File: src/pdm_defines.svh
// Constants of the power-down mode controller: register offsets, field positions, reset values, wait counts.
// Included by bare name; definitions only.
`ifndef PDM_DEFINES_SVH
`define PDM_DEFINES_SVH
`define PDM_ADDR_CTRL_ONE      4'h0
`define PDM_ADDR_CTRL_TWO      4'h1
`define PDM_ADDR_HALT          4'h2
`define PDM_ADDR_STATUS        4'h3
`define PDM_ADDR_SLEEP         4'h4
`define PDM_ADDR_WAKE          4'h5
`define PDM_CTRL_ONE_RESET     8'h03
`define PDM_CTRL_TWO_RESET     8'h00
`define PDM_HALT_RESET         8'h00
`define PDM_BIT_DEEP_STOP      7
`define PDM_BIT_WAIT_HI        6
`define PDM_BIT_WAIT_LO        4
`define PDM_BIT_SLOW_ON_WAKE   3
`define PDM_BIT_SLEEP_TARGET   2
`define PDM_BIT_MED_DIV_HI     1
`define PDM_BIT_MED_DIV_LO     0
`define PDM_BIT_DIRECT_XFER    1
`define PDM_BIT_MEDIUM_SPEED   0
`define PDM_WAIT_000           15'h2000
`define PDM_WAIT_001           15'h4000
`define PDM_WAIT_010           15'h0400
`define PDM_WAIT_011           15'h0800
`define PDM_WAIT_100           15'h1000
`define PDM_WAIT_101           15'h0002
`define PDM_WAIT_110           15'h0008
`define PDM_WAIT_111           15'h0010
`define PDM_PRESCALE_W         13
`endif

File: src/pdm_pkg.sv
// Types of the power-down mode controller.
// Needs nothing beyond the language.
package pdm_pkg;
   typedef enum logic [7:0] {
      MODE_ACTIVE_HIGH = 8'h01,
      MODE_ACTIVE_MED  = 8'h02,
      MODE_SUBACTIVE   = 8'h04,
      MODE_SLEEP_HIGH  = 8'h08,
      MODE_SLEEP_MED   = 8'h10,
      MODE_SUBSLEEP    = 8'h20,
      MODE_WATCH       = 8'h40,
      MODE_STANDBY     = 8'h80
   } mode_t;
endpackage : pdm_pkg

File: src/clk_gate_if.sv
// Clock-enable bundle between the mode controller and its divider.
// Both ends sit on clk_sys.
`timescale 1ns/100ps
interface clk_gate_if;
   logic       use_sub;
   logic [1:0] sys_div_sel;
   logic [1:0] sub_div_sel;
   logic       sys_divided;
   logic       sub_divided;
   logic       sub_tick;
   logic       sys_tick;
   logic       clk_tick;
   modport ctrl (output use_sub, output sys_div_sel, output sub_div_sel, output sys_divided,
                 output sub_divided, input sub_tick, input sys_tick, input clk_tick);
   modport div  (input use_sub, input sys_div_sel, input sub_div_sel, input sys_divided,
                 input sub_divided, input sub_tick, output sys_tick, output clk_tick);
endinterface : clk_gate_if

File: src/power_down_mode_controller.sv
// Power-down mode controller: mode selection on sleep, clock gating, wake wait, prescaler.
// Assumes a plain register port, a one-cycle sleep pulse and a wake pulse from the interrupt logic.
// Function
// [RULE1] Eight modes after reset: active high speed plus seven reduced-power modes.
// [RULE2] Active medium speed runs CPU and peripherals on osc divided 8/16/32/64.
// [RULE3] Sleep modes halt CPU; peripherals run on system clock, medium variant divided.
// [RULE4] Subactive runs CPU and peripherals on subclock divided 2, 4 or 8.
// [RULE5] Subsleep and watch halt CPU; peripherals on subclock, subsleep divided.
// [RULE6] Standby stops CPU and all peripheral clocks.
// [RULE7] Each unused peripheral can be halted individually in any mode.
// [RULE8] Deep stop bit 7 selects sleep/subsleep when 0, standby/watch when 1.
// [RULE9] Wait-select bits 6..4 set the hold after interrupt exit to active or sleep.
// [RULE10] Software sets wait at least oscillator settling; external clock uses code 101.
// [RULE11] Software lengthens the wait if operation is unstable after wake.
// [RULE12] Bit 3 selects system clock or subclock for CPU when watch mode ends.
// [RULE13] Bit 2 with other bits and flags chooses the mode after sleep.
// [RULE14] Bits 1..0, reset 11, select medium division; written only in active high or subactive.
// [RULE15] Wait codes: 8192,16384,1024,2048,4096,2,8,16 states.
// [RULE16] Software picks the external-clock code only when an external clock is used.
// [RULE17] Prescaler stops and clears in standby, watch, subactive and subsleep.
// [RULE18] After reset the block starts in active high speed, undivided clock.
// [RULE19] Wake wait counts system clock states from oscillator restart, then releases clocks.
`timescale 1ns/100ps
`include "pdm_defines.svh"
module power_down_mode_controller (
   input  wire logic        clk_sys,
   input  wire logic        rst_n,
   input  wire logic [3:0]  reg_addr,
   input  wire logic [7:0]  reg_wdata,
   input  wire logic        reg_wr,
   input  wire logic        reg_rd,
   output logic      [7:0]  reg_rdata,
   input  wire logic        sleep_req,
   input  wire logic        wake_irq,
   input  wire logic        sub_tick,
   output logic             cpu_clk_en,
   output logic      [7:0]  periph_clk_en,
   output logic             osc_run,
   output logic      [12:0] prescale_out,
   output logic      [7:0]  mode_out
);
   pdm_pkg::mode_t mode_ff;
   pdm_pkg::mode_t nxt_mode;
   pdm_pkg::mode_t wake_mode_ff;
   logic [7:0]     ctrl_one_ff;
   logic [7:0]     ctrl_two_ff;
   logic [7:0]     halt_ff;
   logic [7:0]     rdata_ff;
   logic           waiting_ff;
   logic [14:0]    wait_cnt_ff;
   logic [14:0]    wait_len;
   logic [12:0]    prescale_ff;
   logic           cpu_run;
   logic           periph_run;
   logic           stopped_osc;
   logic           mode_ok_for_div;
   logic [7:0]     halt_mask;

   clk_gate_if gi ();

   clk_divider u_div (
      .clk_sys (clk_sys),
      .rst_n   (rst_n),
      .run     (periph_run),
      .gi      (gi)
   );

   // Medium division only writable in active high speed or subactive
   assign mode_ok_for_div = (mode_ff == pdm_pkg::MODE_ACTIVE_HIGH) || (mode_ff == pdm_pkg::MODE_SUBACTIVE);

   always_ff @(posedge clk_sys or negedge rst_n) begin
      if (!rst_n) begin
         ctrl_one_ff <= `PDM_CTRL_ONE_RESET;
      end else if (reg_wr && reg_addr == `PDM_ADDR_CTRL_ONE) begin
         ctrl_one_ff[7:2] <= reg_wdata[7:2];
         if (mode_ok_for_div) begin
            ctrl_one_ff[1:0] <= reg_wdata[1:0]; // see [RULE14]
         end
      end
   end

   always_ff @(posedge clk_sys or negedge rst_n) begin
      if (!rst_n) begin
         ctrl_two_ff <= `PDM_CTRL_TWO_RESET;
      end else if (reg_wr && reg_addr == `PDM_ADDR_CTRL_TWO) begin
         ctrl_two_ff <= {6'h00, reg_wdata[1:0]};
      end
   end

   always_ff @(posedge clk_sys or negedge rst_n) begin
      if (!rst_n) begin
         halt_ff <= `PDM_HALT_RESET;
      end else if (reg_wr && reg_addr == `PDM_ADDR_HALT) begin
         halt_ff <= reg_wdata; // see [RULE7]
      end
   end

   // Mode chosen on the sleep instruction or the wake interrupt
   always_comb begin
      nxt_mode = mode_ff;
      if (sleep_req && !waiting_ff) begin
         unique case (mode_ff)
            pdm_pkg::MODE_ACTIVE_HIGH, pdm_pkg::MODE_ACTIVE_MED, pdm_pkg::MODE_SUBACTIVE: begin
               if (ctrl_one_ff[`PDM_BIT_DEEP_STOP]) begin // see [RULE8]
                  if (ctrl_one_ff[`PDM_BIT_SLEEP_TARGET]) begin // see [RULE13]
                     nxt_mode = pdm_pkg::MODE_WATCH;
                  end else if (ctrl_two_ff[`PDM_BIT_DIRECT_XFER]) begin
                     if (ctrl_one_ff[`PDM_BIT_SLOW_ON_WAKE]) begin
                        nxt_mode = pdm_pkg::MODE_SUBACTIVE;
                     end else if (ctrl_two_ff[`PDM_BIT_MEDIUM_SPEED]) begin
                        nxt_mode = pdm_pkg::MODE_ACTIVE_MED;
                     end else begin
                        nxt_mode = pdm_pkg::MODE_ACTIVE_HIGH;
                     end
                  end else begin
                     nxt_mode = pdm_pkg::MODE_STANDBY;
                  end
               end else if (ctrl_one_ff[`PDM_BIT_SLOW_ON_WAKE]) begin
                  nxt_mode = pdm_pkg::MODE_SUBSLEEP;
               end else if (ctrl_two_ff[`PDM_BIT_MEDIUM_SPEED]) begin
                  nxt_mode = pdm_pkg::MODE_SLEEP_MED;
               end else begin
                  nxt_mode = pdm_pkg::MODE_SLEEP_HIGH;
               end
            end
            default: nxt_mode = mode_ff;
         endcase
      end else if (wake_irq && !waiting_ff) begin
         unique case (mode_ff)
            pdm_pkg::MODE_SLEEP_HIGH: nxt_mode = pdm_pkg::MODE_ACTIVE_HIGH;
            pdm_pkg::MODE_SLEEP_MED:  nxt_mode = pdm_pkg::MODE_ACTIVE_MED;
            pdm_pkg::MODE_SUBSLEEP:   nxt_mode = pdm_pkg::MODE_SUBACTIVE;
            pdm_pkg::MODE_WATCH, pdm_pkg::MODE_STANDBY: begin
               if (ctrl_one_ff[`PDM_BIT_SLOW_ON_WAKE]) begin // see [RULE12]
                  nxt_mode = pdm_pkg::MODE_SUBACTIVE;
               end else if (ctrl_two_ff[`PDM_BIT_MEDIUM_SPEED]) begin
                  nxt_mode = pdm_pkg::MODE_ACTIVE_MED;
               end else begin
                  nxt_mode = pdm_pkg::MODE_ACTIVE_HIGH;
               end
            end
            default: nxt_mode = mode_ff;
         endcase
      end
   end

   // Leaving a mode with the oscillator halted for a system-clock mode needs the wait
   assign stopped_osc = (mode_ff == pdm_pkg::MODE_STANDBY) || (mode_ff == pdm_pkg::MODE_WATCH) ||
                        (mode_ff == pdm_pkg::MODE_SUBACTIVE) || (mode_ff == pdm_pkg::MODE_SUBSLEEP);

   always_comb begin
      unique case (ctrl_one_ff[`PDM_BIT_WAIT_HI:`PDM_BIT_WAIT_LO]) // see [RULE15]
         3'b000: wait_len = `PDM_WAIT_000;
         3'b001: wait_len = `PDM_WAIT_001;
         3'b010: wait_len = `PDM_WAIT_010;
         3'b011: wait_len = `PDM_WAIT_011;
         3'b100: wait_len = `PDM_WAIT_100;
         3'b101: wait_len = `PDM_WAIT_101;
         3'b110: wait_len = `PDM_WAIT_110;
         default: wait_len = `PDM_WAIT_111;
      endcase
   end

   always_ff @(posedge clk_sys or negedge rst_n) begin
      if (!rst_n) begin
         mode_ff <= pdm_pkg::MODE_ACTIVE_HIGH; // see [RULE18]
      end else if (waiting_ff) begin
         if (wait_cnt_ff == 15'h0001) begin
            mode_ff <= wake_mode_ff; // see [RULE19]
         end
      end else if (nxt_mode != mode_ff && stopped_osc && nxt_mode != pdm_pkg::MODE_SUBACTIVE &&
                   nxt_mode != pdm_pkg::MODE_SUBSLEEP && nxt_mode != pdm_pkg::MODE_WATCH &&
                   nxt_mode != pdm_pkg::MODE_STANDBY) begin
         mode_ff <= mode_ff;
      end else begin
         mode_ff <= nxt_mode; // see [RULE1]
      end
   end

   // Wake wait: CPU and peripherals held until the selected number of states elapses
   always_ff @(posedge clk_sys or negedge rst_n) begin
      if (!rst_n) begin
         waiting_ff   <= 1'b0;
         wait_cnt_ff  <= 15'h0000;
         wake_mode_ff <= pdm_pkg::MODE_ACTIVE_HIGH;
      end else if (waiting_ff) begin
         wait_cnt_ff <= wait_cnt_ff - 15'h0001;
         if (wait_cnt_ff == 15'h0001) begin
            waiting_ff <= 1'b0;
         end
      end else if (nxt_mode != mode_ff && stopped_osc && nxt_mode != pdm_pkg::MODE_SUBACTIVE &&
                   nxt_mode != pdm_pkg::MODE_SUBSLEEP && nxt_mode != pdm_pkg::MODE_WATCH &&
                   nxt_mode != pdm_pkg::MODE_STANDBY) begin
         waiting_ff   <= 1'b1; // see [RULE9]
         wait_cnt_ff  <= wait_len;
         wake_mode_ff <= nxt_mode;
      end
   end

   // Clock routing per mode
   always_comb begin
      cpu_run        = 1'b0;
      periph_run     = 1'b0;
      gi.use_sub     = 1'b0;
      gi.sys_divided = 1'b0;
      gi.sub_divided = 1'b0;
      unique case (mode_ff)
         pdm_pkg::MODE_ACTIVE_HIGH: begin
            cpu_run    = 1'b1;
            periph_run = 1'b1;
         end
         pdm_pkg::MODE_ACTIVE_MED: begin
            cpu_run        = 1'b1; // see [RULE2]
            periph_run     = 1'b1;
            gi.sys_divided = 1'b1;
         end
         pdm_pkg::MODE_SUBACTIVE: begin
            cpu_run        = 1'b1; // see [RULE4]
            periph_run     = 1'b1;
            gi.use_sub     = 1'b1;
            gi.sub_divided = 1'b1;
         end
         pdm_pkg::MODE_SLEEP_HIGH: periph_run = 1'b1; // see [RULE3]
         pdm_pkg::MODE_SLEEP_MED: begin
            periph_run     = 1'b1; // see [RULE3]
            gi.sys_divided = 1'b1;
         end
         pdm_pkg::MODE_SUBSLEEP: begin
            periph_run     = 1'b1; // see [RULE5]
            gi.use_sub     = 1'b1;
            gi.sub_divided = 1'b1;
         end
         pdm_pkg::MODE_WATCH: begin
            periph_run = 1'b1; // see [RULE5]
            gi.use_sub = 1'b1;
         end
         pdm_pkg::MODE_STANDBY: periph_run = 1'b0; // see [RULE6]
         default: periph_run = 1'b0;
      endcase
      if (waiting_ff) begin
         cpu_run    = 1'b0;
         periph_run = 1'b0;
      end
   end

   assign gi.sys_div_sel = ctrl_one_ff[`PDM_BIT_MED_DIV_HI:`PDM_BIT_MED_DIV_LO];
   assign gi.sub_div_sel = ctrl_one_ff[`PDM_BIT_MED_DIV_HI:`PDM_BIT_MED_DIV_LO];
   assign gi.sub_tick    = sub_tick;

   // Prescaler counts system ticks; cleared while the system clock generator is stopped
   always_ff @(posedge clk_sys or negedge rst_n) begin
      if (!rst_n) begin
         prescale_ff <= 13'h0000;
      end else if (stopped_osc || waiting_ff) begin
         prescale_ff <= 13'h0000; // see [RULE17]
      end else if (gi.sys_tick) begin
         prescale_ff <= prescale_ff + 13'h0001;
      end
   end

   genvar i;
   generate
      for (i = 0; i < 8; i++) begin : g_halt
         assign halt_mask[i] = gi.clk_tick && !halt_ff[i]; // see [RULE7]
      end
   endgenerate

   always_ff @(posedge clk_sys or negedge rst_n) begin
      if (!rst_n) begin
         rdata_ff <= 8'h00;
      end else if (reg_rd) begin
         unique case (reg_addr)
            `PDM_ADDR_CTRL_ONE: rdata_ff <= ctrl_one_ff;
            `PDM_ADDR_CTRL_TWO: rdata_ff <= ctrl_two_ff;
            `PDM_ADDR_HALT:     rdata_ff <= halt_ff;
            `PDM_ADDR_STATUS:   rdata_ff <= mode_ff;
            `PDM_ADDR_WAKE:     rdata_ff <= {7'h00, waiting_ff};
            default:            rdata_ff <= 8'h00;
         endcase
      end else begin
         rdata_ff <= 8'h00;
      end
   end

   assign reg_rdata     = rdata_ff;
   assign cpu_clk_en    = cpu_run && gi.clk_tick;
   assign periph_clk_en = halt_mask;
   assign osc_run       = !stopped_osc || waiting_ff;
   assign prescale_out  = prescale_ff;
   assign mode_out      = mode_ff;
endmodule : power_down_mode_controller

File: src/clk_divider.sv
// Divided clock-enable generator for system clock and subclock.
// Subclock arrives as a one-cycle tick synchronous to clk_sys.
`timescale 1ns/100ps
module clk_divider (
   input  wire logic   clk_sys,
   input  wire logic   rst_n,
   input  wire logic   run,
   clk_gate_if.div     gi
);
   logic [5:0] sys_cnt_ff;
   logic [2:0] sub_cnt_ff;
   logic       sys_hit;
   logic       sub_hit;

   // Medium speed: osc/8, /16, /32, /64
   always_comb begin
      unique case (gi.sys_div_sel)
         2'b00:   sys_hit = (sys_cnt_ff[2:0] == 3'h7);
         2'b01:   sys_hit = (sys_cnt_ff[3:0] == 4'hf);
         2'b10:   sys_hit = (sys_cnt_ff[4:0] == 5'h1f);
         default: sys_hit = (sys_cnt_ff == 6'h3f);
      endcase
   end

   // Subclock: w/2, /4, /8
   always_comb begin
      unique case (gi.sub_div_sel)
         2'b00:   sub_hit = gi.sub_tick && sub_cnt_ff[0];
         2'b01:   sub_hit = gi.sub_tick && (sub_cnt_ff[1:0] == 2'h3);
         default: sub_hit = gi.sub_tick && (sub_cnt_ff == 3'h7);
      endcase
   end

   always_ff @(posedge clk_sys or negedge rst_n) begin
      if (!rst_n) begin
         sys_cnt_ff <= 6'h00;
      end else if (!run || gi.use_sub) begin
         sys_cnt_ff <= 6'h00;
      end else begin
         sys_cnt_ff <= sys_cnt_ff + 6'h01;
      end
   end

   always_ff @(posedge clk_sys or negedge rst_n) begin
      if (!rst_n) begin
         sub_cnt_ff <= 3'h0;
      end else if (!run || !gi.use_sub) begin
         sub_cnt_ff <= 3'h0;
      end else if (gi.sub_tick) begin
         sub_cnt_ff <= sub_cnt_ff + 3'h1;
      end
   end

   always_comb begin
      gi.sys_tick = run && !gi.use_sub && (gi.sys_divided ? sys_hit : 1'b1);
      if (!run) begin
         gi.clk_tick = 1'b0;
      end else if (gi.use_sub) begin
         gi.clk_tick = gi.sub_divided ? sub_hit : gi.sub_tick;
      end else begin
         gi.clk_tick = gi.sys_tick;
      end
   end
endmodule : clk_divider

File: config.mk
export PLATFORM = sky130hd
export DESIGN_NAME = power_down_mode_controller
export DESIGN_NICKNAME = d
export VERILOG_FILES = /design/src/pdm_pkg.sv /design/src/clk_gate_if.sv /design/src/power_down_mode_controller.sv /design/src/clk_divider.sv
export VERILOG_INCLUDE_DIRS = /design/src
export SDC_FILE = /design/constraint.sdc
export NUM_CORES = 1
export LEC_CHECK = 0
export BUFFER_PORTS_ARGS = -buffer_cell sky130_fd_sc_hd__buf_2
export CORE_ASPECT_RATIO = 1.1
export CORE_UTILIZATION = 50
export DETAILED_ROUTE_END_ITERATION = 10
export PLACE_DENSITY = 0.73
export REMOVE_ABC_BUFFERS = 1
export SYNTH_ARGS = -nofsm -noshare
export SYNTH_HDL_FRONTEND = slang
export SYNTH_HIERARCHICAL = 1
export SYNTH_SLANG_ARGS = --single-unit
File: constraint.sdc
create_clock -name clk_sys -period 3.9 [get_ports clk_sys]
set_input_delay 0.39 -clock clk_sys [delete_from_list [all_inputs] [get_ports clk_sys]]
set_output_delay 0.39 -clock clk_sys [all_outputs]
set_load 0.05 [all_outputs]
### Word level (Yosys, flattened, before mapping)

Cells that the tools add are included.

| cells by class | value |
|---|---|
| bitwise operators | 1 |
| multiplexer cells | 40 |
| $add $sub $neg | 4 |
| equal/unequal tests | 34 |
| reductions and logical operators | 59 |

Operator list:

| cell | count |
|---|---|
| 15-bit case mux with 7 select lines | 1 |
| 8-bit 2-to-1 mux | 11 |
| 8-bit case mux with 5 select lines | 1 |
| 8-bit case mux with 4 select lines | 1 |
| 15-bit 2-to-1 mux | 2 |
| 13-bit 2-to-1 mux | 2 |
| 1-bit logical AND | 24 |
| 15-bit by 1-bit == test with 1-bit output (second input constant) | 1 |
| 3-bit == test (second input constant) | 5 |
| 15-bit by 1-bit subtractor with 15-bit output (second input constant) | 1 |
| 1-bit 2-to-1 mux | 14 |
| 13-bit by 1-bit adder with 13-bit output (second input constant) | 1 |
| 1-bit zero test | 12 |
| 6-bit 2-to-1 mux | 2 |
| 4-bit by 2-bit == test with 1-bit output (second input constant) | 2 |
| 8-bit by 1-bit == test with 1-bit output (second input constant) | 1 |
| 8-bit by 2-bit == test with 1-bit output (second input constant) | 1 |
| 8-bit by 3-bit == test with 1-bit output (second input constant) | 1 |
| 8-bit by 4-bit == test with 1-bit output (second input constant) | 1 |
| 8-bit by 5-bit == test with 1-bit output (second input constant) | 1 |
| 8-bit by 6-bit == test with 1-bit output (second input constant) | 1 |
| 8-bit by 7-bit == test with 1-bit output (second input constant) | 1 |
| 8-bit == test (second input constant) | 1 |
| 1-bit logical OR | 8 |
| other kinds (32) | 42 |

| word-level totals | value |
|---|---|
| output and inout bits | 39 |
| word-level logic and storage cells | 150 |
| bits of input ports | 19 |
| register bits | 80 |

### Depth between registers and ports, before layout

Gate-level depths: netlist (run 1).

| logic depth | value |
|---|---|
| depth after elaboration | 15 |
| mapped depth | 14 |
| mapped depth without buffers | 14 |

### Modules after synthesis

The synthesis (run 1) kept the hierarchy.

Modules (own cells, without submodules):

| module | times used | seq. area each (um^2) | area each (um^2) | cells an instance |
|---|---|---|---|---|
| power_down_mode_controller | 1 | 1781.7 | 4165.2 | 418 |
| clk_divider | 1 | 225.2 | 504.2 | 46 |

### Worst setup path before layout (run 1)

Ideal clock, no wire load.

| timing | value |
|---|---|
| kind | register to output |
| from | register mode_ff[7], in the netlist mode_out[7] |
| to | output cpu_clk_en |
| arrival time | 3792 ps |
| setup slack | -282 ps |
| path buffers | 1 |
| stages on the path, launching flop included | 10 |
| required time | 3510 ps |
| cell sequence | dfrtp_1 -> buf_6 -> or4_4 -> nor3_1 -> a31o_2 -> o21ba_2 -> nand2b_4 -> or3_1 -> o2111ai_1 -> nor3b_1 |

| on the way | value |
|---|---|
| elaborated cells between the ends (all ways) | 27 |
| classes of those cells | 7 x eq/ne; 11 x mux; 9 x reduce/logical |

RTL lines:

| what | RTL line | text |
|---|---|---|
| start, declared | power_down_mode_controller.sv:42 | `pdm_pkg::mode_t mode_ff;` |
| start signal, assigned | power_down_mode_controller.sv:166 | `mode_ff <= pdm_pkg::MODE_ACTIVE_HIGH;` |
| start signal, assigned | power_down_mode_controller.sv:169 | `mode_ff <= wake_mode_ff;` |
| start signal, assigned | power_down_mode_controller.sv:174 | `mode_ff <= mode_ff;` |
| 8-bit by 3-bit == test with 1-bit output or 8-bit by 6-bit == test with 1-bit output (tied branches) | power_down_mode_controller.sv:207 | `unique case (mode_ff)` |
| 2-bit OR reduction (no line) (*) | - |  |
| 1-bit 2-to-1 mux (*) | power_down_mode_controller.sv:207 |  |
| named net gi.sub_divided | clk_gate_if.sv:9 | `logic sub_divided;` |
| 1-bit 2-to-1 mux (*) | clk_divider.sv:59 | `gi.clk_tick = gi.sub_divided ? sub_hit : gi.sub_tick;` |
| 1-bit 2-to-1 mux (*) | clk_divider.sv:58 | `end else if (gi.use_sub) begin` |
| 1-bit 2-to-1 mux (*) | clk_divider.sv:56 | `if (!run) begin` |
| named net gi.clk_tick | clk_gate_if.sv:12 | `logic clk_tick;` |
| 1-bit logical AND (*) | power_down_mode_controller.sv:286 | `assign cpu_clk_en = cpu_run && gi.clk_tick;` |
| end, declared | power_down_mode_controller.sv:36 | `output logic cpu_clk_en,` |

The timed path passes the listed nets; every way through them passes the cells marked *.

### Final worst setup path (run 1)

Same ends and word-level chain as after synthesis.

==> run metrics, run 1 <==
Worst slew margin between 30% and 40%; largest net degree at the start of global routing 81; CP Data Arrival Time ~3.3 ns; number of inserted diodes 0; Logic pwr share 8.3%; top-area cell type share of the netlist area 40.7%; Pwr per Cell Area 339 nW/um2; total congestion overflow 0; register share of total power 51.6%; max-cap violations 0; crit path max-delay cell type or4_4; clock latency on the worst-skew pair 0.38 ns; cts bufs inserted 9; fin area 5320 um2; pre-CTS WS 0.450 ns; post-layout min period around 3.7 ns; synthesized area per cell just over 10 um2; Worst setup EP type output port; vias in the first global route 3,744; Syn-to-layout area delta 14.0%; post-DR vias/cell 5.95; antenna violations before repair 0; post-synthesis async set-or-reset flop share 100%; final WL 11,500 um; port bufs 57; layout cell share with drive strength beyond 1 about 28%; Total Nets Final 548; worst setup path startpoint mode_out[7]$_DFFE_PN0P_; Chip Height 103 um; TritonCTS clock tree built; CP Launch Type flip-flop; Max Clk Rate 0.270 GHz; RSZ-0062 raised after global routing no; number of distinct library cells after synthesis 70; CTS clk-pin slew, worst paths 0.09 ns; worst-path cell chain or4_4 -> nor3_1 -> a31o_2 -> o21ba_2 -> nand2b_4 -> or3_1 -> o2111ai_1 -> nor3b_2 -> buf_2; worst slew pin tran 1.01 ns; Avg WL per Cell 18.0 um; status completed; DRT Pass-1 Iters 5; DR iter-0 viols 175; setup tns final 0 ns; Final period util a little over nine tenths; Die ar. 9730 um2; placed cell areas 5060 um2; P_leak roughly 2.4 nW; Initial Util 52.1%; routed via count between 3,000 and 4,000; Final Util between 50 and 60%; internal power 0.00132 W; Routed Antenna Nets 0; Post-DP HPWL 8220 um; slowest cell delay on critical path about 0.56 ns; CP max FO 11; HP Class in -> async; Switching Share roughly 27%; EDFF count, synth 0; area of the core ~9000 um2; H-tree lvl count 3; peak supply drop 0.201 mV; root buffer cell clkbuf_8; max-slew violation count 0; Synth area leader dfrtp_1; row count 36; Warnings, synthesis 6; gr usage total 25.1%; final count of negative-setup-slack endpoints 0; io pins 58; synth top area cells dfrtp_1, mux2_2, nor2_1; critical path class reg -> out; sequential fraction of the synthesis area about 43%; synthesized area 4670 um2; Mapped Cells 464; first-pass GRT wire length 18,700 um; routability cong. 0.939; clock power share 40.0%; Max Root-Sink Buffers 2; Hold Vio Cnt, Final 0; CTS sink cnt 80; reg-to-reg startpoint mode_out[7]$_DFFE_PN0P_; PnR worst setup slack roughly 0.19 ns; critical path data required time ~3.5 ns; #FFs+latches synth 80; Post-route DRC 0; Worst Clk Skew 0.0104 ns; Power, Total ~0.0018 W; Die W 94.1 um; Most used DFF post-synth dfrtp_1; NetSw about 0.00049 W
## path summary, 6_finish.rpt
check / to / slack, ns / cells past startpoint
hold / removal: prescale_out[0]$_DFFE_PN0P_ / 0.17 / 1
min in group clk_sys: ctrl_one_ff[2]$_DFFE_PN0P_ / 0.25 / 2
hold reg to reg: u_div/sys_cnt_ff[0]$_DFF_PN0_ / 0.49 / 1
setup reg to reg: prescale_out[12]$_DFFE_PN0P_ / 0.48 / 12
setup / recovery: cpu_clk_en / 0.19 / 9
max in group asynchronous: mode_out[7]$_DFFE_PN0P_ / 3.00 / 1
## per-stage QoR
stage	hold slack, ns	cells
floorplan	0.0944	440
global placement	0.466	622
detailed placement	0.462	622
CTS	0.233	638
global route	0.254	640
finish	0.173	640
## kinds of logic (layout without fill, tap and decap cells)
group           count (synthesis)  in the layout  share of synthesized area [%]
fa+ha+maj                       8              8                           2.14
compound gates                 85             85                           14.3
xor+xnor                       28             28                           5.25
buf+inv                        33             95                           3.35
simple gates                  190            190                           22.3
mux                            40             40                           9.70
flops                          80             80                           43.0
## placed cells by master (no fill, tap or decap), types with 5 or more instances in the layout
cell      netlist  layout
a21oi_1        14      14
xnor2_1        16      16
nand3b_1        5       5
buf_2           5      54
nor2b_1        19      18
nor2_1         51      51
buf_4           1      14
and3_1          8       8
inv_1           9       9
nor3_1         11      11
mux2i_1         7       7
or3_1          15      15
nand2_1        25      25
o21ai_1         5       5
nor3b_1         6       5
clkbuf_8        0       9
ha_1            8       8
and2_1          6       6
mux2_2         32      32
o21ai_0         8       8
a211oi_1        7       7
a22oi_1         8       8
nand3_1        10      10
dfrtp_1        76      74
xor2_1         12      12
## registers in the layout, summed over array words and instances, names as in the netlist
| register | flops |
|---|---|
| u_div/sub_cnt_ff | 3 |
| prescale_out | 13 |
| halt_ff | 8 |
| wake_mode_ff | 8 |
| reg_rdata | 8 |
| mode_out | 8 |
| u_div/sys_cnt_ff | 6 |
| ctrl_two_ff | 2 |
| waiting_ff | 1 |
| ctrl_one_ff | 8 |
| wait_cnt_ff | 15 |
## layer usage
metal	vias to the layer above	track usage (%)	wire (um)
li1	1804	-	-
met1	1862	33.7	5250
met2	122	39.1	5330
met3	22	5.70	620
met4	0	10.7	296
met5	-	0	0
## Yosys cell counts (4+ instances only)
library cell / number
nand2_1: 25
nand3_1: 10
a211oi_1: 7
a21oi_1: 14
nor3b_1: 6
nor4_1: 4
a22oi_1: 8
ha_1: 8
or2_2: 4
mux2i_1: 7
nand4_1: 4
inv_1: 9
and2_1: 6
nor2b_1: 19
or3_1: 15
xor2_1: 12
nand2b_1: 4
o21ai_1: 5
nand3b_1: 5
dfrtp_1: 76
and3_1: 8
nor2_1: 51
clkbuf_1: 12
mux2_2: 32
nor3_1: 11
buf_2: 5
xnor2_1: 16
dfstp_2: 4
o21ai_0: 8
## repair_timing
item	CTS	global route
gates resized for setup	0	6
hold buffers	0	0
endpoints found under the setup margin	0	9
setup buffers	0	2
## final cells by class
cell class | count | area [um2]
clock inverter | 7 | 109
sequential | 80 | 2010
fill | 779 | 3640
inverter | 9 | 33.8
timing repair buffer | 70 | 390
tap | 114 | 143
clock buffer | 9 | 124
multi-input combinational | 351 | 2510
## power by group through the flow
stage                     combinational (W)  clock (W)  sequential, W
after detailed placement           0.000150          0       0.000947
after global placement             0.000147          0       0.000944
final                              0.000151   0.000723       0.000933
after floorplan                   0.0000932          0       0.000930
after global routing               0.000169   0.000770       0.000940
after CTS                          0.000151   0.000737       0.000930
## critical path: cells and delay by family, from the launching register on
family,cells,cell delay [ns]
compound gates,3,0.57
buf+inv,1,0.32
flops,1,0.50
simple gates,5,1.55
Note: power is estimated with default switching activity, not from simulation.
==> inputs of run 2 (changes only) <==
==> constraint.sdc (replaced) <==
create_clock -name clk_sys -period 3.9 [get_ports clk_sys]
set_input_delay 0.195 -clock clk_sys [delete_from_list [all_inputs] [get_ports clk_sys]]
set_output_delay 0.195 -clock clk_sys [all_outputs]
set_load 0.05 [all_outputs]
==> run metrics, run 2 (synthesis results as in run 1) <==
port bufs 57; setup repair bufs after CTS 0; gr usage total 24.6%; max-slew violation count 0; Routed Antenna Nets 0; post-layout min period 3.64 ns; Power, Total 0.00188 W; DP Cell Count a little over 600; peak supply drop around 0.22 mV; Die ar. 9730 um2; CP max FO 11; cts bufs inserted 9; Avg WL per Cell 18.0 um; Total Nets Final 545; Pwr per Cell Area 353 nW/um2; final cell count without fillers 637; DRT Pass-1 Iters 5; CTS clk-pin slew, worst paths roughly 0.10 ns; Hold Vio Cnt, Final 13; max-cap violations 0; Max Clk Rate ~0.27 GHz; H-tree lvl count 3; PnR worst setup slack 0.258 ns; routability cong. 0.921; Syn-to-layout area delta 13.7%; Worst Clk Skew between 0.015 and 0.02 ns; worst slew pin tran about 1 ns; placed cell areas 5050 um2; CP Launch Type flip-flop; HP Class in -> async; io pins 58; RSZ-0062 raised after global routing no; pre-CTS WS between 0.4 and 0.5 ns; final WL 11,500 um; Final period util between 90 and 100%; Die W 94.1 um; Min Hold Slack -0.0237 ns; CP Data Arrival Time 3.45 ns; largest net degree at the start of global routing 81; fin area approximately 5300 um2; final count of negative-setup-slack endpoints 0; most frequent cells in the layout dfrtp_1, buf_2, nor2_1, mux2_2, nand2_1; Post-DP HPWL 8200 um; root buffer cell clkbuf_8; routed via count ~3,800; Worst setup EP type output port; Chip Height 103 um; clock latency on the worst-skew pair 0.37 ns; number of inserted diodes 0; antenna violations before repair 0; CTS sink cnt 80; area of the core 8960 um2; P_leak 2.39 nW; Max Root-Sink Buffers 2; status finished with violations; Largest register FFs 15; Post-route DRC 0; PostCTS Resize Cnt 0; commonest non-fill, non-tap cell in the layout dfrtp_1; layout cell share with drive strength beyond 1 26.6%; DR iter-0 viols 215; vias in the first global route 3,617; critical path data required time about 3.7 ns; TritonCTS clock tree built; violated checks negative hold slack; Initial Util a little over half; Worst slew margin 33.3%; first-pass GRT wire length approximately 18,000 um; total congestion overflow 0; row count 36; Most flops, register wait_cnt_ff; critical path class reg -> out; post-DR vias/cell 5.97; hold bufs inserted after CTS 0
run 2: layout make-up:
class | instances | area [um2]
clock buffers | 9 | 124
clock inverters | 7 | 133
fillers | 779 | 3650
inverters | 9 | 33.8
multi-input cells | 351 | 2510
flip-flops and latches | 80 | 2010
well taps | 114 | 143
repair buffers | 67 | 363
run 2: power breakdown:
group	internal, W	leakage (nW)	total, W	switching, W
logic	0.0000736	1.24	0.000151	0.0000777
registers	0.000869	1.02	0.000933	0.0000635
clock network	0.000441	0.130	0.000791	0.000350
total	0.00138	2.39	0.00188	0.000491
run 2: worst paths after layout:
| check | startpoint | to | slack (ns) | depth (start not counted) |
|---|---|---|---|---|
| min in group clk_sys | reg_wdata[4] | ctrl_one_ff[4]$_DFFE_PN0P_ | 0.06 | 2 |
| max | mode_out[7]$_DFFE_PN0P_ | cpu_clk_en | 0.26 | 10 |
| min reg2reg | u_div/sys_cnt_ff[0]$_DFF_PN0_ | u_div/sys_cnt_ff[0]$_DFF_PN0_ | 0.49 | 1 |
| max reg2reg | mode_out[7]$_DFFE_PN0P_ | prescale_out[12]$_DFFE_PN0P_ | 0.41 | 13 |
| max in group asynchronous | rst_n | wake_mode_ff[2]$_DFFE_PN0P_ | 3.25 | 1 |
| min | rst_n | u_div/sub_cnt_ff[1]$_DFFE_PN0P_ | -0.02 | 1 |
run 2: critical path, stage by stage (launching register included):
cell and delay (ns):
dfrtp_1 0.53, or4_4 0.58, nor3_1 0.15, buf_4 0.16
a31o_2 0.15, o21ba_2 0.21, nand2b_4 0.08, or3_1 0.37
o2111ai_1 0.15, nor3b_1 0.37, buf_2 0.33
run 2: through the flow:
| stage | util [%] | TNS, ns |
|---|---|---|
| detailed placement | 56.4 | 0 |
| finish | 59.2 | 0 |
| global route | 59.2 | 0 |
| global placement | 56.4 | 0 |
| CTS | 59.2 | 0 |
| floorplan | - | -0.101 |
run 2: metal layers:
layer,GRT usage (%),vias up,wire length (um)
met5,0,-,0
met4,8.76,0,220
met3,4.17,20,606
met2,41.2,125,5430
met1,32.2,1861,5210
li1,-,1800,-
==> inputs of run 3 (changes only) <==
CORE_UTILIZATION = 29   (was 50)
PLACE_DENSITY = 0.49   (was 0.73)
==> run metrics, run 3 (synthesis results as in run 1) <==
Max Clk Rate about 0.28 GHz; max-slew violation count 0; Max Root-Sink Buffers 2; TritonCTS clock tree built; CTS sink cnt 80; cts bufs inserted 9; H-tree lvl count 3; Die W 123 um; area of the core 15,700 um2; CP max FO 12; final cell count without fillers 726; critical path data required time 3.70 ns; Initial Util 29.7%; row count 48; CTS clk-pin slew, worst paths ~0.060 ns; root buffer cell clkbuf_16; total congestion overflow 0; CP Data Arrival Time 3.37 ns; io pins 58; grt met1 use 22.1%; number of inserted diodes 0; critical path class reg -> out; Avg WL per Cell 17.4 um; Die ar. 16,600 um2; antenna violations before repair 0; CP Launch Type flip-flop; Chip Height between 100 and 150 um; Final period util around 90%; CP top delay family simple AND/OR/NAND/NOR gates; Post-DP HPWL 9080 um; DR iter-0 viols 212; pre-CTS WS between 0.4 and 0.5 ns; Worst Clk Skew 0.00598 ns; P_leak 2.45 nW; routability cong. 0.844; Pwr per Cell Area around 380 nW/um2; worst slew pin tran 1.06 ns; PnR worst setup slack 0.337 ns; Hold Vio Cnt, Final 0; RSZ-0062 raised after global routing no; commonest non-fill, non-tap cell in the layout dfrtp_1; Total Nets Final 548; DRT Pass-1 Iters 4; slowest cell delay on critical path 0.56 ns; GR met3 Demand/Resource 4.56%; crit path max-delay cell type or4_4; post-layout min period 3.56 ns; largest net degree at the start of global routing 81; Largest register FFs 15; Power, Total between 0.002 and 0.0025 W; worst-path cell chain or4_4 -> nor3_1 -> a31o_2 -> o21ba_2 -> nand2b_4 -> or3_1 -> o2111ai_1 -> nor3b_2 -> buf_2; post-DR vias/cell 5.20; gr usage total 16.2%; setup repair bufs after CTS 0; clock latency on the worst-skew pair approximately 0.35 ns; first-pass GRT wire length 20,400 um; vias in the first global route 3,812; layout cell share with drive strength beyond 1 27.2%; gr busiest metal met2; routed via count 3,773; Syn-to-layout area delta 18.6%; Layout fillers roughly 1,600; Worst slew margin 29.3%; Most flops, register wait_cnt_ff; max-cap violations 0; final count of negative-setup-slack endpoints 0; Routed Antenna Nets 0; peak supply drop 0.174 mV; most frequent cells in the layout dfrtp_1, buf_2, nor2_1, mux2_2, nand2_1; status completed; HP Class in -> async; DP Cell Count 710; crit path buf inv count 1; Worst setup EP type output port; Post-route DRC 0; grt met2 use 23.8%; final WL 12,600 um; port bufs 57
==> run 3: cell count changes in the layout (fill, tap and decap cells not counted), sizes merged <==
| cell | previous run | this run |
|---|---|---|
| clkinvlp | 0 | 1 |
| buf | 67 | 70 |
| inv | 13 | 12 |
==> run 3: where the power goes <==
| group | total, W | switching, W | internal [W] |
|---|---|---|---|
| registers | 0.000934 | 0.0000632 | 0.000871 |
| clock network | 0.00101 | 0.000371 | 0.000634 |
| logic | 0.000151 | 0.0000777 | 0.0000735 |
==> run 3: timing repair <==
item,CTS,global route
setup endpoints to repair,0,1
gates resized for setup,0,1
hold buffers,0,0
==> run 3: cell type report <==
type	count	area, um2	area share [%]
Inverter	9	33.8	0.610
Multi-Input combinational cell	351	2510	45.3
Clock buffer	9	225	4.07
Clock inverter	7	126	2.28
Timing Repair Buffer	70	385	6.96
Tap cell	200	250	4.52
Sequential cell	80	2010	36.2
==> run 3: metrics by stage <==
step / TNS (ns) / hold slack, ns / instance area [um2] / util, %
finish: 0 / 0.0182 / 5540 / 35.2
global route: 0 / 0.0820 / 5540 / 35.2
CTS: 0 / 0.0744 / 5530 / 35.2
detailed placement: 0 / 0.450 / 5180 / 32.9
global placement: 0 / 0.436 / 5180 / 32.9
floorplan: -0.101 / -0.101 / 4550 / -
==> run 3: worst reg2reg max path: stages (launching register included) <==
cell and delay (ns):
dfrtp_1 0.53, or4_4 0.56, nor3_1 0.22, a31o_2 0.22
o21ba_2 0.22, nand2b_4 0.08, or3_1 0.38, o211ai_1 0.26
and3_1 0.30, and4_1 0.25, nand3_1 0.10, xor2_1 0.14
nor2_1 0.05
==> run 3: worst paths after layout <==
path,cells after the start,to,slack [ns],start
max in group asynchronous,1,mode_out[5]$_DFFE_PN0P_,3.18,rst_n
worst max register to register,12,prescale_out[12]$_DFFE_PN0P_,0.48,mode_out[6]$_DFFE_PN0P_
worst max-delay path,9,cpu_clk_en,0.34,mode_out[6]$_DFFE_PN0P_
min in group clk_sys,2,halt_ff[5]$_DFFE_PN0P_,0.09,reg_wdata[5]
worst min-delay path,1,prescale_out[12]$_DFFE_PN0P_,0.02,rst_n
worst min register to register,1,u_div/sys_cnt_ff[0]$_DFF_PN0_,0.50,u_div/sys_cnt_ff[0]$_DFF_PN0_
==> run 3: routing by layer <==
metal / wire length (um) / part of all wire (%)
met3: 837 / 6.6
met1: 5960 / 47
met5: 0 / 0
met4: 208 / 1.6
met2: 5610 / 44
